**config.mk**
```make
export PLATFORM = sky130hd
export DESIGN_NAME = hdhp_host_port
export DESIGN_NICKNAME = d
export VERILOG_FILES = /design/src/core/hdhp_pkg.sv /design/src/core/hdhp_host_port.sv /design/src/core/hdhp_sync.sv
export VERILOG_INCLUDE_DIRS = /design/src /design/src/core
export SDC_FILE = /design/constraint.sdc
export NUM_CORES = 1
export LEC_CHECK = 0
export ABC_AREA = 1
export CAP_MARGIN = 0
export CORE_UTILIZATION = 70
export CTS_BUF_LIST = sky130_fd_sc_hd__clkbuf_8
export DETAILED_ROUTE_END_ITERATION = 7
export DONT_BUFFER_PORTS = 1
export GPL_ROUTABILITY_DRIVEN = 1
export PLACE_DENSITY = 0.85
export REMOVE_ABC_BUFFERS = 1
export SYNTH_ARGS = -nofsm -noshare
export SYNTH_HDL_FRONTEND = slang
export SYNTH_HIERARCHICAL = 1
export SYNTH_SLANG_ARGS = --single-unit
```
**constraint.sdc**
```tcl
create_clock -name i_mclk -period 1.9 [get_ports i_mclk]
set_input_delay 0.285 -clock i_mclk [delete_from_list [all_inputs] [get_ports i_mclk]]
set_output_delay 0.285 -clock i_mclk [all_outputs]
set_load 0.05 [all_outputs]
```
**src/core/hdhp_params.svh**
```systemverilog
// Constants for the transceiver host port: offsets, fields, defaults, timing.
//
// Behaviour
// (RULE1) Chip select low gates every register access.
// (RULE2) Select, read, write all low: hardware mode.
// (RULE3) Read strobe low drives addressed register outward.
// (RULE4) Host aligns reads to frame strobe falling.
// (RULE5) Write data captured on write strobe rising.
// (RULE6) Host holds data and address across write.
// (RULE7) Open-drain interrupt pulled low on condition.
// (RULE8) Interrupt stays low until main status read.
// (RULE9) Rising link, sync, timeout, timer flags interrupt.
// (RULE10) Any loss-of-signal change raises an interrupt.
// (RULE11) Set mask bit suppresses that flag's interrupt.
// (RULE12) Host write sequence uses addresses 0, 2, 3.
// (RULE13) Host simple read: select, address, strobe pulse.
// (RULE14) Coefficient low byte then high byte addresses.
// (RULE15) Select coefficient, enable readout, then read bytes.
// (RULE16) Both reset pins load all register defaults.
// (RULE17) Host masks reserved bits, writes required values.
// (RULE18) Three write, seven read registers, shared addresses.
// (RULE19) Reserved or read-only writes ignored; reserved reads zero.
`ifndef HDHP_PARAMS_SVH
`define HDHP_PARAMS_SVH

// *****************************************************************
// Register offsets.
// *****************************************************************
`define HDHP_ADDR_MAIN      4'h0
`define HDHP_ADDR_RXGAIN    4'h1
`define HDHP_ADDR_MASK      4'h2
`define HDHP_ADDR_COEF_LO   4'h3
`define HDHP_ADDR_COEF_HI   4'h4
`define HDHP_ADDR_ACT       4'h5
`define HDHP_ADDR_AGCFFE    4'h6

// *****************************************************************
// Field positions; the flag bits are shared by main status and interrupt mask.
// *****************************************************************
`define HDHP_BIT_COEF_EN    0
`define HDHP_BIT_ACTIVE     1
`define HDHP_BIT_FRAME_SYNC_MISSING_FLAG       2
`define HDHP_BIT_SYNC_LOSS_TIMEOUT_FLAG      3
`define HDHP_BIT_ACTIVATION_TIMER_EXPIRED_FLAG       4
`define HDHP_BIT_LOS        5
`define HDHP_NUM_FLAGS      5

// *****************************************************************
// Defaults and constant answers.
// *****************************************************************
`define HDHP_RST_MAIN       8'h00
`define HDHP_RST_MASK       8'h00
`define HDHP_RST_COEF_SEL   8'h00
`define HDHP_RSVD_READ      8'h00

// *****************************************************************
// Timing.
// *****************************************************************
`define HDHP_SYNC_STAGES    2

`endif

```
**src/core/hdhp_pkg.sv**
```systemverilog
// Types shared by the transceiver host port files.
package hdhp_pkg;
  typedef logic [7:0] hdhp_byte_t;
  typedef logic [3:0] hdhp_addr_t;
  typedef enum logic [1:0] {
    HDHP_ACC_IDLE,
    HDHP_ACC_READ,
    HDHP_ACC_WRITE,
    HDHP_ACC_HWMODE
  } hdhp_access_e;
endpackage

```
**src/core/hdhp_host_port.sv**
```systemverilog
// Eight-bit asynchronous host port of the digital transceiver.
`timescale 1ns/1ps
`include "hdhp_params.svh"
module hdhp_host_port #(
  parameter int ADDR_W = 4,
  parameter int DATA_W = 8
) (
  // Clock and reset.
  input  wire logic              i_mclk,
  input  wire logic              i_sys_rst,
  input  wire logic              i_primary_reset_n,
  input  wire logic              i_secondary_reset_n,
  // Host bus pins.
  input  wire logic              i_port_select_n,
  input  wire logic              i_read_n,
  input  wire logic              i_write_n,
  input  wire logic [ADDR_W-1:0] i_reg_addr_lines,
  input  wire logic [DATA_W-1:0] i_host_data_lines,
  output logic      [DATA_W-1:0] o_host_data_lines,
  output logic                   o_host_data_oe,
  // Open-drain interrupt pin.
  output logic                   o_irq_n,
  output logic                   o_irq_oe,
  // Core status, same clock.
  input  wire logic              i_serial_frame_strobe,
  input  wire logic              i_link_active,
  input  wire logic              i_frame_sync_missing_flag,
  input  wire logic              i_sync_loss_timeout_flag,
  input  wire logic              i_activation_timer_expired_flag,
  input  wire logic              i_signal_absent_flag,
  input  wire logic [DATA_W-1:0] i_rx_gain,
  input  wire logic [DATA_W-1:0] i_noise_margin,
  input  wire logic [15:0]       i_coef_word,
  input  wire logic [DATA_W-1:0] i_activation_state,
  input  wire logic [DATA_W-1:0] i_agc_ffe_gain,
  // Control towards the core.
  output logic      [DATA_W-1:0] o_main_control,
  output logic      [DATA_W-1:0] o_coef_select,
  output logic                   o_coef_readout_enable,
  output logic                   o_hw_mode
);
  // *****************************************************************
  // Elaboration checks.
  // *****************************************************************
  if (ADDR_W != 4 || DATA_W != 8) begin : g_bad_width
    $error("host port supports only a 4-bit address and 8-bit data");
  end

  // *****************************************************************
  // Pin synchronisation.
  // *****************************************************************
  localparam int SW = 5 + ADDR_W + DATA_W;
  logic [SW-1:0] pins_s;
  hdhp_sync #(.WIDTH(SW)) u_sync (
    .i_mclk    (i_mclk),
    .i_sys_rst (i_sys_rst),
    .i_async   ({i_primary_reset_n, i_secondary_reset_n, i_port_select_n,
                 i_read_n, i_write_n, i_reg_addr_lines, i_host_data_lines}),
    .o_sync    (pins_s)
  );

  wire                   rst1_n_s = pins_s[SW-1];
  wire                   rst2_n_s = pins_s[SW-2];
  wire                   cs_n_s   = pins_s[SW-3];
  wire                   rd_n_s   = pins_s[SW-4];
  wire                   wr_n_s   = pins_s[SW-5];
  wire hdhp_pkg::hdhp_addr_t addr_s = pins_s[DATA_W +: ADDR_W];
  wire hdhp_pkg::hdhp_byte_t data_s = pins_s[DATA_W-1:0];

  // *****************************************************************
  // Access decode.
  // *****************************************************************
  logic                  wr_n_prev_q;
  logic                  rd_act_prev_q;
  logic                  fs_prev_q;
  hdhp_pkg::hdhp_access_e acc_type;

  // Register defaults load while both reset pins are held low.
  wire soft_rst  = ~rst1_n_s & ~rst2_n_s;                                       // [RULE16]
  wire hw_mode   = ~cs_n_s & ~rd_n_s & ~wr_n_s;                                 // [RULE2]
  wire rd_act    = ~cs_n_s & ~rd_n_s & wr_n_s;                                  // [RULE1] [RULE3]
  // Writes fire on the strobe's rising edge, chip select still low.
  wire wr_fire   = ~cs_n_s & wr_n_s & ~wr_n_prev_q & rd_n_s;                    // [RULE5]
  // A read ends when its strobe rises; select may rise in the same cycle.
  wire rd_end    = rd_act_prev_q & rd_n_s;
  wire fs_fall   = fs_prev_q & ~i_serial_frame_strobe;
  wire wr_main   = wr_fire & (addr_s == `HDHP_ADDR_MAIN);                       // [RULE18]
  wire wr_mask   = wr_fire & (addr_s == `HDHP_ADDR_MASK);
  wire wr_csel   = wr_fire & (addr_s == `HDHP_ADDR_COEF_LO);
  wire status_rd = rd_end & (addr_s == `HDHP_ADDR_MAIN);                        // [RULE8]

  assign acc_type = hw_mode ? hdhp_pkg::HDHP_ACC_HWMODE :
                    rd_act  ? hdhp_pkg::HDHP_ACC_READ   :
                    (~cs_n_s & ~wr_n_s) ? hdhp_pkg::HDHP_ACC_WRITE :
                    hdhp_pkg::HDHP_ACC_IDLE;

  always_ff @(posedge i_mclk) begin
    if (i_sys_rst) begin
      wr_n_prev_q <= 1'b1;
      rd_act_prev_q <= 1'b0;
      fs_prev_q   <= 1'b0;
    end else begin
      wr_n_prev_q <= wr_n_s;
      rd_act_prev_q <= rd_act;
      fs_prev_q   <= i_serial_frame_strobe;
    end
  end

  // *****************************************************************
  // Write registers.
  // *****************************************************************
  hdhp_pkg::hdhp_byte_t main_control_q;
  hdhp_pkg::hdhp_byte_t irq_mask_q;
  hdhp_pkg::hdhp_byte_t coef_select_q;

  // Writes to other addresses fall through untouched.
  always_ff @(posedge i_mclk) begin
    if (i_sys_rst || soft_rst) begin                                           // [RULE16]
      main_control_q <= `HDHP_RST_MAIN;
      irq_mask_q     <= `HDHP_RST_MASK;
      coef_select_q  <= `HDHP_RST_COEF_SEL;
    end else begin
      if (wr_main) main_control_q <= data_s;                                    // [RULE5] [RULE19]
      if (wr_mask) irq_mask_q <= data_s;
      if (wr_csel) coef_select_q <= data_s;                                     // [RULE15]
    end
  end

  // *****************************************************************
  // Status snapshots.
  // *****************************************************************
  // Snapshot values move only on the frame strobe's falling edge, so a
  // host read aligned to that edge never sees a half-updated byte.
  hdhp_pkg::hdhp_byte_t rx_gain_q;
  hdhp_pkg::hdhp_byte_t noise_margin_q;
  hdhp_pkg::hdhp_byte_t activation_q;
  hdhp_pkg::hdhp_byte_t agc_ffe_q;
  logic [15:0]          coef_q;

  always_ff @(posedge i_mclk) begin
    if (i_sys_rst || soft_rst) begin
      rx_gain_q      <= 8'h00;
      noise_margin_q <= 8'h00;
      activation_q   <= 8'h00;
      agc_ffe_q      <= 8'h00;
      coef_q         <= 16'h0000;
    end else if (fs_fall) begin
      rx_gain_q      <= i_rx_gain;
      noise_margin_q <= i_noise_margin;
      activation_q   <= i_activation_state;
      agc_ffe_q      <= i_agc_ffe_gain;
      coef_q         <= irq_mask_q[`HDHP_BIT_COEF_EN] ? i_coef_word : 16'h0000;  // [RULE15]
    end
  end

  // *****************************************************************
  // Interrupt sources.
  // *****************************************************************
  wire [`HDHP_NUM_FLAGS-1:0] flags = {i_signal_absent_flag, i_activation_timer_expired_flag,
                                      i_sync_loss_timeout_flag, i_frame_sync_missing_flag,
                                      i_link_active};
  logic [`HDHP_NUM_FLAGS-1:0] flags_prev_q;
  logic [`HDHP_NUM_FLAGS-1:0] flag_evt;
  logic                       irq_pend_q;

  for (genvar g = 0; g < `HDHP_NUM_FLAGS; g++) begin : g_flag
    // The loss-of-signal flag reports both edges, the others rising only.
    wire edge_seen = (g == `HDHP_NUM_FLAGS - 1) ? (flags[g] ^ flags_prev_q[g]) :  // [RULE10]
                                                  (flags[g] & ~flags_prev_q[g]);  // [RULE9]
    assign flag_evt[g] = edge_seen & ~irq_mask_q[g + `HDHP_BIT_ACTIVE];          // [RULE11]
  end

  wire any_evt = |flag_evt;

  // A new event in the clearing cycle keeps the interrupt asserted.
  wire irq_next = any_evt | (irq_pend_q & ~status_rd);                           // [RULE8]

  // The edge history follows the flags through reset, so a flag that is
  // already high when reset lifts raises no interrupt of its own.
  always_ff @(posedge i_mclk) begin
    if (i_sys_rst || soft_rst) begin
      flags_prev_q <= flags;
      irq_pend_q   <= 1'b0;
    end else begin
      flags_prev_q <= flags;
      irq_pend_q   <= irq_next;                                                  // [RULE8]
    end
  end

  // *****************************************************************
  // Read mux.
  // *****************************************************************
  wire hdhp_pkg::hdhp_byte_t main_status = {2'b00, flags[4], flags[3], flags[2], flags[1],
                                            flags[0], irq_pend_q};
  hdhp_pkg::hdhp_byte_t rd_mux;
  always_comb begin
    case (addr_s)
      `HDHP_ADDR_MAIN:    rd_mux = main_status;
      `HDHP_ADDR_RXGAIN:  rd_mux = rx_gain_q;
      `HDHP_ADDR_MASK:    rd_mux = noise_margin_q;
      `HDHP_ADDR_COEF_LO: rd_mux = coef_q[7:0];                                 // [RULE14]
      `HDHP_ADDR_COEF_HI: rd_mux = coef_q[15:8];                                // [RULE14]
      `HDHP_ADDR_ACT:     rd_mux = activation_q;
      `HDHP_ADDR_AGCFFE:  rd_mux = agc_ffe_q;
      default:            rd_mux = `HDHP_RSVD_READ;                             // [RULE19]
    endcase
  end

  // *****************************************************************
  // Output flops.
  // *****************************************************************
  always_ff @(posedge i_mclk) begin
    if (i_sys_rst) begin
      o_host_data_lines     <= 8'h00;
      o_host_data_oe        <= 1'b0;
      o_irq_n               <= 1'b0;
      o_irq_oe              <= 1'b0;
      o_main_control        <= `HDHP_RST_MAIN;
      o_coef_select         <= `HDHP_RST_COEF_SEL;
      o_coef_readout_enable <= 1'b0;
      o_hw_mode             <= 1'b0;
    end else begin
      o_host_data_lines     <= rd_mux;                                          // [RULE3]
      o_host_data_oe        <= (acc_type == hdhp_pkg::HDHP_ACC_READ);           // [RULE1] [RULE3]
      o_irq_n               <= 1'b0;
      o_irq_oe              <= irq_next;                                        // [RULE7]
      o_main_control        <= main_control_q;
      o_coef_select         <= coef_select_q;
      o_coef_readout_enable <= irq_mask_q[`HDHP_BIT_COEF_EN];
      o_hw_mode             <= hw_mode;                                         // [RULE2]
    end
  end
endmodule

```
**src/core/hdhp_sync.sv**
```systemverilog
// Two-stage synchroniser for a group of asynchronous pins.
`timescale 1ns/1ps
module hdhp_sync #(
  parameter int WIDTH = 1
) (
  // Clock and reset.
  input  wire logic             i_mclk,
  input  wire logic             i_sys_rst,
  // Pins in, synchronised out.
  input  wire logic [WIDTH-1:0] i_async,
  output logic      [WIDTH-1:0] o_sync
);
  logic [WIDTH-1:0] meta_q;

  // Idle pins are high, so both stages rest high to avoid a false strobe.
  always_ff @(posedge i_mclk) begin
    if (i_sys_rst) begin
      meta_q <= '1;
      o_sync <= '1;
    end else begin
      meta_q <= i_async;
      o_sync <= meta_q;
    end
  end
endmodule

```
# [Yosys cells after proc, flatten, opt, wreduce, memory -nomap -nowiden]
# Cells that the tools add are included.
[op_classes] add_sub_neg=0 multipliers=0 div_mod_pow=0 magnitude_cmp=0 eq_ne=7 shifts=0 mux=5 bitwise=43 reduce_logical=3
[ops] op="$pmux 8 s7" count=1
[ops] op="$and 1x1->1" count=24
[ops] op="$not 1->1" count=17
[ops] op="$mux 16" count=1
[ops] op="$eq 4x3->1 const B" count=3
[ops] op="$eq 4x2->1 const B" count=2
[ops] op="$mux 2" count=3
[ops] op="$reduce_or 5->1" count=1
[ops] op="$eq 4x1->1 const B" count=1
[ops] op="$logic_not 4->1" count=1
[ops] op="$eq 2x1->1 const B" count=1
[ops] op="$logic_or 1x1->1" count=1
[ops] op="$or 1x1->1" count=1
[ops] op="$xor 1x1->1" count=1
[totals] ff_bits=141 latch_bits=0 ramBits=0 mem_bits_ro=0 in_bits=73 elab_cells=80 mem_count=0

# [Longest topological paths before layout]
# Gate-level depths: netlist of run 1.
[depth] word_depth=6 ltp_mapped=7

# [Modules after synthesis]
# Netlist of run 1, hierarchy kept.
[modules_own_cells] module="hdhp_host_port" instances=1 cells_per_inst=536 area_each_um2=4030.1 seq_area_each_um2=2122.0
[modules_own_cells] module="hdhp_sync" instances=1 cells_per_inst=106 area_each_um2=982.2 seq_area_each_um2=680.7

# [Worst setup path after synthesis of run 1]
# Ideal clock, no wire load.
[synth_path] path_kind="register to register" from="reg u_sync.o_sync[8]" to="reg coef_select_q[0]" setup_ps=116 t_arrival_ps=1052 t_required_ps=1784 path_slack_ps=732 stages_incl_launch_ff=8 n_path_buf=0 path_cell_list="dfxtp_1 nand2_1 inv_2 nand2_1 nor2_4 inv_2 nor2_1 nor2_1"
[synth_between] elab_chain_cells=2
[synth_rtl] item="start, declared" line_no="hdhp_sync.sv:11" text="output logic [WIDTH-1:0] o_sync"
[synth_rtl] item="start signal, assigned" line_no="hdhp_sync.sv:22" text="o_sync <= meta_q;"
[synth_rtl] item="$eq 4x2->1"
[synth_rtl] item="$and 1x1->1" line_no="hdhp_host_port.sv:89" text="wire wr_csel = wr_fire & (addr_s == `HDHP_ADDR_COEF_LO);"
[synth_rtl] item="end signal, assigned" line_no="hdhp_host_port.sv:121" text="coef_select_q <= `HDHP_RST_COEF_SEL;"
[synth_rtl] item="end signal, assigned" line_no="hdhp_host_port.sv:125" text="if (wr_csel) coef_select_q <= data_s;"
[synth_rtl] item="end, declared" line_no="hdhp_host_port.sv:114" text="hdhp_pkg::hdhp_byte_t coef_select_q;"
# Every way passes these cells.
# A chain may end at the register's enable or synchronous reset.

# [Final worst setup path of run 1]
[layout_path] from="reg u_sync.o_sync[11]" to="reg o_irq_oe"
[layout_between] elab_chain_cells=5
[layout_rtl] item="$logic_not 4->1"
[layout_rtl] item="$and 1x1->1" line_no="hdhp_host_port.sv:90" text="wire status_rd = rd_end & (addr_s == `HDHP_ADDR_MAIN);"
[layout_rtl] item="$not 1->1" line_no="hdhp_host_port.sv:176" text="wire irq_next = any_evt | (irq_pend_q & ~status_rd);"
[layout_rtl] item="$and 1x1->1" line_no="hdhp_host_port.sv:176"
[layout_rtl] item="$or 1x1->1" line_no="hdhp_host_port.sv:176"
[layout_rtl] item="end signal, assigned" line_no="hdhp_host_port.sv:226" text="o_irq_oe <= irq_next;"
[layout_rtl] item="end, declared" line_no="hdhp_host_port.sv:23" text="output logic o_irq_oe,"
# Every way passes these cells.

==> impl_metrics.env, run 1 <==
export IMPL_status="complete, no violations"
export IMPL_insertion_delay_ns=0.45
export IMPL_yosysUniqueCellTypes=24
export IMPL_layout_min_cycle_time_ns=1.54
export IMPL_ys_ff_latch=140
export IMPL_cp_end_kind="flip-flop"
export IMPL_cellLeakagePower_uw=0.00255
export IMPL_gp_congestion=0.843
export IMPL_vias=4482
export IMPL_port_buffers=0
export IMPL_setup_viol=0
export IMPL_syn_inst=642
export IMPL_yosysSeqAreaShare_pct=55.9
export IMPL_slew_viol_final=0
export IMPL_peakVddDrop_mv=0.984
export IMPL_area_delta_synth_final_pct=20.4
export IMPL_rows=30
export IMPL_fin_util_pct=87.9
export IMPL_tightest_slew_ns=1.11
export IMPL_htreeDepth=4
export IMPL_wl_per_cell_um=15.7
export IMPL_skew_ns=0.0112
export IMPL_grt_pass1_wl_mm=19.6
export IMPL_routed_via_density=5.56
export IMPL_yosys_warnings=6
export IMPL_clockPowerShare_pct=41.6
export IMPL_rsz0062_at_grt="no"
export IMPL_coreArea_um2=6870
export IMPL_swShare_pct=23.9
export IMPL_netlist_area_um2=5010
export IMPL_grt_max_degree=44
export IMPL_grt_util_all_layers_pct=34.9
export IMPL_synth_top_area_cell="dfxtp_1"
export IMPL_syn_avg_cell_area_um2=7.81
export IMPL_grt_overflow=0
export IMPL_antenna_found_initial=0
export IMPL_dp_hpwl_mm=6.67
export IMPL_cts_tree="done"
export IMPL_drt_iter0_drc=409
export IMPL_nets=770
export IMPL_drc=0
export IMPL_pin_count=102
export IMPL_timing_final_crit_share_pct=81.3
export IMPL_clock_sinks=140
export IMPL_required_ns=2.19
export IMPL_final_layout_size_suffix_gt1_share_pct=8.73
export IMPL_cap_violations=0
export IMPL_hold_viol=0
export IMPL_power_frac_comb_pct=5.3
export IMPL_start_util_pct=73.0
export IMPL_die_x_um=86.6
export IMPL_fmax_mhz=648
export IMPL_drt_pre_antenna_iters=5
export IMPL_worstHoldPathType="input pin to flip-flop"
export IMPL_root_buffer="clkbuf_8"
export IMPL_p_switching_uw=1370
export IMPL_synth_area_leaders="dfxtp_1 56%, nand2_1 10%, nand3_1 6.5%"
export IMPL_worstSetupStartpointType="flip-flop"
export IMPL_cts_made_buffers=17
export IMPL_stdcell_count=806
export IMPL_p_int_uw=4370
export IMPL_clock_path_buffers=2
export IMPL_ant_nets=0
export IMPL_crit_type="flip-flop to flip-flop"
export IMPL_diodes=0
export IMPL_dp_cells=716
export IMPL_synth_top_area_share_pct=55.9
export IMPL_pwr_share_seq_pct=53.0
export IMPL_dieArea_um2=7500
export IMPL_die_h_um=86.6
export IMPL_path_clk_slew_ns=0.08
export IMPL_wirelength_mm=12.6
export IMPL_cp_data_arrival_time_ns=1.84
export IMPL_crit_fanout=11
export IMPL_powerDensity_nw_per_um2=951
export IMPL_first_global_vias=4287
export IMPL_relSlewSlack_pct=25.7
==> cell families after synthesis <==
group / Yosys count / share of synthesized area, %
buffers and inverters: 108 / 8.99
AND/OR/NAND/NOR: 305 / 26.2
other: 1 / 0.0748
AO/OA/AOI/OAI: 88 / 8.86
flip-flops: 140 / 55.9
==> layout by cell type, fill, tap and decap left out <==
master / netlist / final
nand3_1: 65 / 65
dfxtp_1: 140 / 140
nor3_1: 15 / 15
buf_4: 1 / 10
nand3b_1: 3 / 3
nand2_1: 134 / 134
a21oi_1: 57 / 57
conb_1: 1 / 1
o21ai_0: 29 / 29
or2_2: 2 / 2
nand2_2: 5 / 5
inv_6: 0 / 1
inv_2: 5 / 5
bufinv_16: 0 / 2
o21ai_4: 0 / 1
inv_1: 70 / 70
nor2_1: 74 / 74
nor2_2: 3 / 3
o21ai_1: 1 / 1
clkbuf_8: 0 / 19
dlygate4sd3_1: 0 / 58
clkinv_4: 0 / 3
clkinv_1: 1 / 1
nor2_4: 4 / 4
clkinv_2: 0 / 2
clkinvlp_4: 0 / 5
==> metal layers <==
| metal | vias to the layer above | routed length, µm | global-route usage, % | part of all wire, % |
|---|---|---|---|---|
| li1 | 2123 | - | - | - |
| met1 | 2032 | 4910 | 40.0 | 39 |
| met2 | 271 | 6180 | 58.5 | 49 |
| met3 | 56 | 1050 | 10.3 | 8.3 |
| met4 | 0 | 496 | 19.2 | 3.9 |
| met5 | - | 0 | 0 | 0 |
==> cell type report <==
cell class                 count  area [µm²]
sequential                   140        2800
fill                         369         835
clock inverter                13         143
inverter                      76         285
clock buffer                  19         262
multi-input combinational    394        1770
timing repair buffer          68         656
tap                           96         120
==> critical path: stages, from the launching register on <==
cell	delay (ns)
dfxtp_1	0.35
nor2_4	0.31
nand2_2	0.24
o21ai_1	0.17
nand2_1	0.09
nor2_1	0.17
nor2_1	0.06
==> metrics by stage <==
stage | setup TNS [ns] | power [µW] | hold slack [ns] | instance area (µm²) | setup WS, ns
after floorplan | -33.47 | 3230 | 0.313 | 4850 | -0.730
after global placement | 0 | 3280 | 0.313 | 5050 | 0.511
after detailed placement | 0 | 3290 | 0.313 | 5050 | 0.418
after CTS | 0 | 5710 | 0.000131 | 6010 | 0.417
after global routing | 0 | 5940 | 0.0155 | 6030 | 0.203
final | 0 | 5740 | 0.0172 | 6030 | 0.356
==> path summary, 6_finish.rpt <==
path / slack (ns) / cells after the start / end / from
max reg2reg: 0.36 / 6 / o_irq_oe / u_sync/o_sync[11]
min reg2reg: 0.42 / 2 / u_sync/o_sync[7] / u_sync/meta_q[7]
min: 0.02 / 2 / coef_q[3] / i_coef_word[3]
max: 0.36 / 6 / o_irq_oe / u_sync/o_sync[11]
==> state kept, by name, indices dropped and copies added (netlist names), 5 cells and up <==
| name | count |
|---|---|
| agc_ffe_q | 8 |
| irq_mask_q | 6 |
| activation_q | 8 |
| o_host_data_lines | 8 |
| coef_q | 16 |
| coef_select_q | 8 |
| main_control_q | 8 |
| o_coef_select | 8 |
| rx_gain_q | 8 |
| u_sync/o_sync | 17 |
| flags_prev_q | 5 |
| noise_margin_q | 8 |
| o_main_control | 8 |
| u_sync/meta_q | 17 |
==> Yosys cell counts <==
master / number
buf_8: 1
o21ai_0: 29
nand3b_1: 3
o21ai_2: 1
buf_1: 3
dfxtp_1: 140
nand2_2: 5
buf_2: 12
clkinv_1: 1
nand3_1: 65
or2_2: 2
buf_6: 2
a21oi_1: 57
nand2_1: 134
conb_1: 1
nor2_2: 3
nor2_1: 74
buf_4: 1
o21ai_1: 1
nor3_1: 15
nor2_4: 4
inv_2: 5
clkbuf_1: 13
inv_1: 70
==> what timing repair did <==
item | CTS | global route
setup buffers | 0 | 0
hold buffers | 56 | 2
endpoints found under the hold margin | 82 | 2
resized for setup | 0 | 0
==> power groups by stage <==
stage | clock [µW] | combinational, µW | sequential, µW
after floorplan | 0 | 132 | 3100
after global placement | 0 | 175 | 3110
after detailed placement | 0 | 181 | 3110
after CTS | 2380 | 284 | 3040
after global routing | 2560 | 331 | 3050
final | 2390 | 306 | 3040
No activity file was read; power rests on OpenSTA's default activity.
==> run 2: changes to the inputs <==
ABC_AREA = 0   (was 1)
CORE_UTILIZATION = 59   (was 70)
PLACE_DENSITY = 0.77   (was 0.85)
clock period = 1.4 ns   (was 1.9 ns; I/O delays follow)
==> impl_metrics.env, run 2 <==
export IMPL_port_buffers=0
export IMPL_dieArea_um2=9200
export IMPL_required_ns=1.77
export IMPL_rsz0062_at_grt="yes"
export IMPL_synth_top_area_cell="dfxtp_1"
export IMPL_drt_iter0_drc=357
export IMPL_grt_overflow=0
export IMPL_ys_ff_latch=140
export IMPL_num_fill_cells=433
export IMPL_powerDensity_nw_per_um2=1100
export IMPL_antenna_found_initial=0
export IMPL_start_util_pct=62.1
export IMPL_pin_count=102
export IMPL_diodes=0
export IMPL_synthTopCellsByCount="140 x dfxtp_1, 81 x nand2_1, 70 x a21oi_1"
export IMPL_synthFlopType="dfxtp_1"
export IMPL_tightest_slew_ns=0.540
export IMPL_clock_path_buffers=2
export IMPL_setup_viol=10
export IMPL_synth_top_area_share_pct=53.9
export IMPL_final_layout_size_suffix_gt1_share_pct=14.1
export IMPL_yosysSeqAreaShare_pct=53.9
export IMPL_final_cell_mix="136 x dfxtp_1, 126 x dlygate4sd3_1, 81 x nand2_1, 68 x a21oi_1, 34 x or2_1"
export IMPL_coreArea_um2=8380
export IMPL_die_x_um=95.9
export IMPL_nets=749
export IMPL_htreeDepth=4
export IMPL_r2r_end="o_host_data_lines[5]"
export IMPL_layout_min_cycle_time_ns=1.48
export IMPL_insertion_delay_ns=0.45
export IMPL_yosys_warnings=6
export IMPL_cp_end_kind="flip-flop"
export IMPL_cp_data_arrival_time_ns=1.85
export IMPL_syn_avg_cell_area_um2=9.41
export IMPL_area_delta_synth_final_pct=37.6
export IMPL_drt_pre_antenna_iters=8
export IMPL_rr_worst_depth=4
export IMPL_path_clk_slew_ns=0.09
export IMPL_slew_viol_final=0
export IMPL_wirelength_mm=15.8
export IMPL_clock_sinks=140
export IMPL_crit_type="flip-flop to flip-flop"
export IMPL_gp_congestion=0.801
export IMPL_min_delay_start="i_sync_loss_timeout_flag"
export IMPL_cap_violations=0
export IMPL_worstSetupStartpointType="flip-flop"
export IMPL_ant_nets=0
export IMPL_die_h_um=95.9
export IMPL_top_regs="u_sync/meta_q x17, u_sync/o_sync x17, coef_q x16"
export IMPL_dp_slack_ns=-0.0412
export IMPL_synth_area_leaders="dfxtp_1 54%, a21oi_1 6.7%, nand2_1 5.8%"
export IMPL_grt_max_degree=72
export IMPL_relSlewSlack_pct=64.0
export IMPL_failed_checks="negative setup slack"
export IMPL_grt_util_all_layers_pct=33.2
export IMPL_fin_hold_ws_ns=0.0265
export IMPL_wl_per_cell_um=19.9
export IMPL_drc=0
export IMPL_final_common_cell="dfxtp_1"
export IMPL_yosysMostFrequentCell="dfxtp_1"
export IMPL_vias=4859
export IMPL_rows=33
export IMPL_dp_hpwl_mm=7.06
export IMPL_hold_viol=0
export IMPL_routed_via_density=6.12
export IMPL_peakVddDrop_mv=0.828
export IMPL_r2r_slack_ns=-0.08
export IMPL_first_global_vias=4503
export IMPL_yosysUniqueCellTypes=49
export IMPL_reg2reg_from="u_sync/o_sync[9]"
export IMPL_timing_final_crit_share_pct=106
export IMPL_skew_ns=0.0166
export IMPL_synth_edf_count=0
export IMPL_min_to="o_host_data_lines[3]"
export IMPL_root_buffer="clkbuf_8"
export IMPL_netlist_area_um2=5200
export IMPL_async_reset_ff_share_pct=0
export IMPL_crit_fanout=15
export IMPL_status="complete, but fails checks"
export IMPL_fmax_mhz=675
export IMPL_worstHoldPathType="input pin to flip-flop"
export IMPL_grt_pass1_wl_mm=22.4
export IMPL_cts_tree="done"
export IMPL_cellLeakagePower_uw=0.00263
export IMPL_cts_made_buffers=17
export IMPL_syn_inst=553
export IMPL_holdPathStages=2
export IMPL_setup_ws_ns=-0.0811
run 2: cell families (layout without fill, tap and decap cells):
group	count (synthesis)	count (layout)	synth area share [%]
AOI/OAI and AO/OA	124	124	13.5
DFF	140	140	53.9
xor gates and xnor gates	1	1	0.168
buffers and inverters	48	183	5.15
other	1	1	0.0721
muxes	10	10	2.14
and+or+nand+nor	229	230	25.1
run 2: worst max path at each step:
stage                                  from              endpoint  depth (start not counted)
after CTS                 u_sync/o_sync[10]  o_host_data_lines[7]                          4
after global placement    u_sync/o_sync[10]         irq_mask_q[5]                          4
after detailed placement  u_sync/o_sync[10]      coef_select_q[6]                          4
final                      u_sync/o_sync[9]  o_host_data_lines[5]                          4
after global routing      u_sync/o_sync[10]  o_host_data_lines[5]                          5
after floorplan           u_sync/o_sync[16]       activation_q[0]                          2
run 2: stage by stage:
stage / util [%] / instance area [µm²] / power [µW] / TNS [ns] / std cells
after floorplan: - / 4930 / 4390 / -113.01 / 505
after global placement: 63.5 / 5320 / 4490 / 0 / 630
after detailed placement: 63.5 / 5320 / 4510 / -0.252 / 630
after CTS: 84.1 / 7050 / 7760 / -0.0133 / 792
after global routing: 85.4 / 7160 / 8070 / -0.679 / 794
final: 85.4 / 7160 / 7870 / -0.310 / 794
run 2: area by class of cell:
type | count | area, µm² | area share, %
clock buffers | 19 | 262 | 3.65
repair buffers | 151 | 1590 | 22.2
flip-flops and latches | 140 | 2820 | 39.4
clock inverters | 13 | 118 | 1.64
well taps | 105 | 131 | 1.84
multi-input cells | 366 | 2240 | 31.3
run 2: critical path, stage by stage (launching register included):
cell and delay, ns:
dfxtp_4 0.40, buf_12 0.14, nor3b_4 0.43, a22oi_1 0.18, a31oi_1 0.24
run 2: timing repair:
action                     4_1_cts  5_1_grt
pin swaps                        3        4
hold buffers                   125        1
buffers inserted                 4        0
hold endpoints to repair       111        2
gates resized for setup         12       23
setup endpoints to repair       25       30
cloned                           1        1
run 2: power by group:
part / switching (µW) / internal (µW)
clock network: 1640 / 1510
registers: 70.6 / 4070
logic: 248 / 332
total: 1960 / 5900
run 2: metal layers:
metal / part of all wire [%] / track usage (%)
met4: 6.0 / 20.0
met1: 36 / 36.5
met5: 0 / 0
met2: 49 / 57.3
met3: 8.8 / 8.93
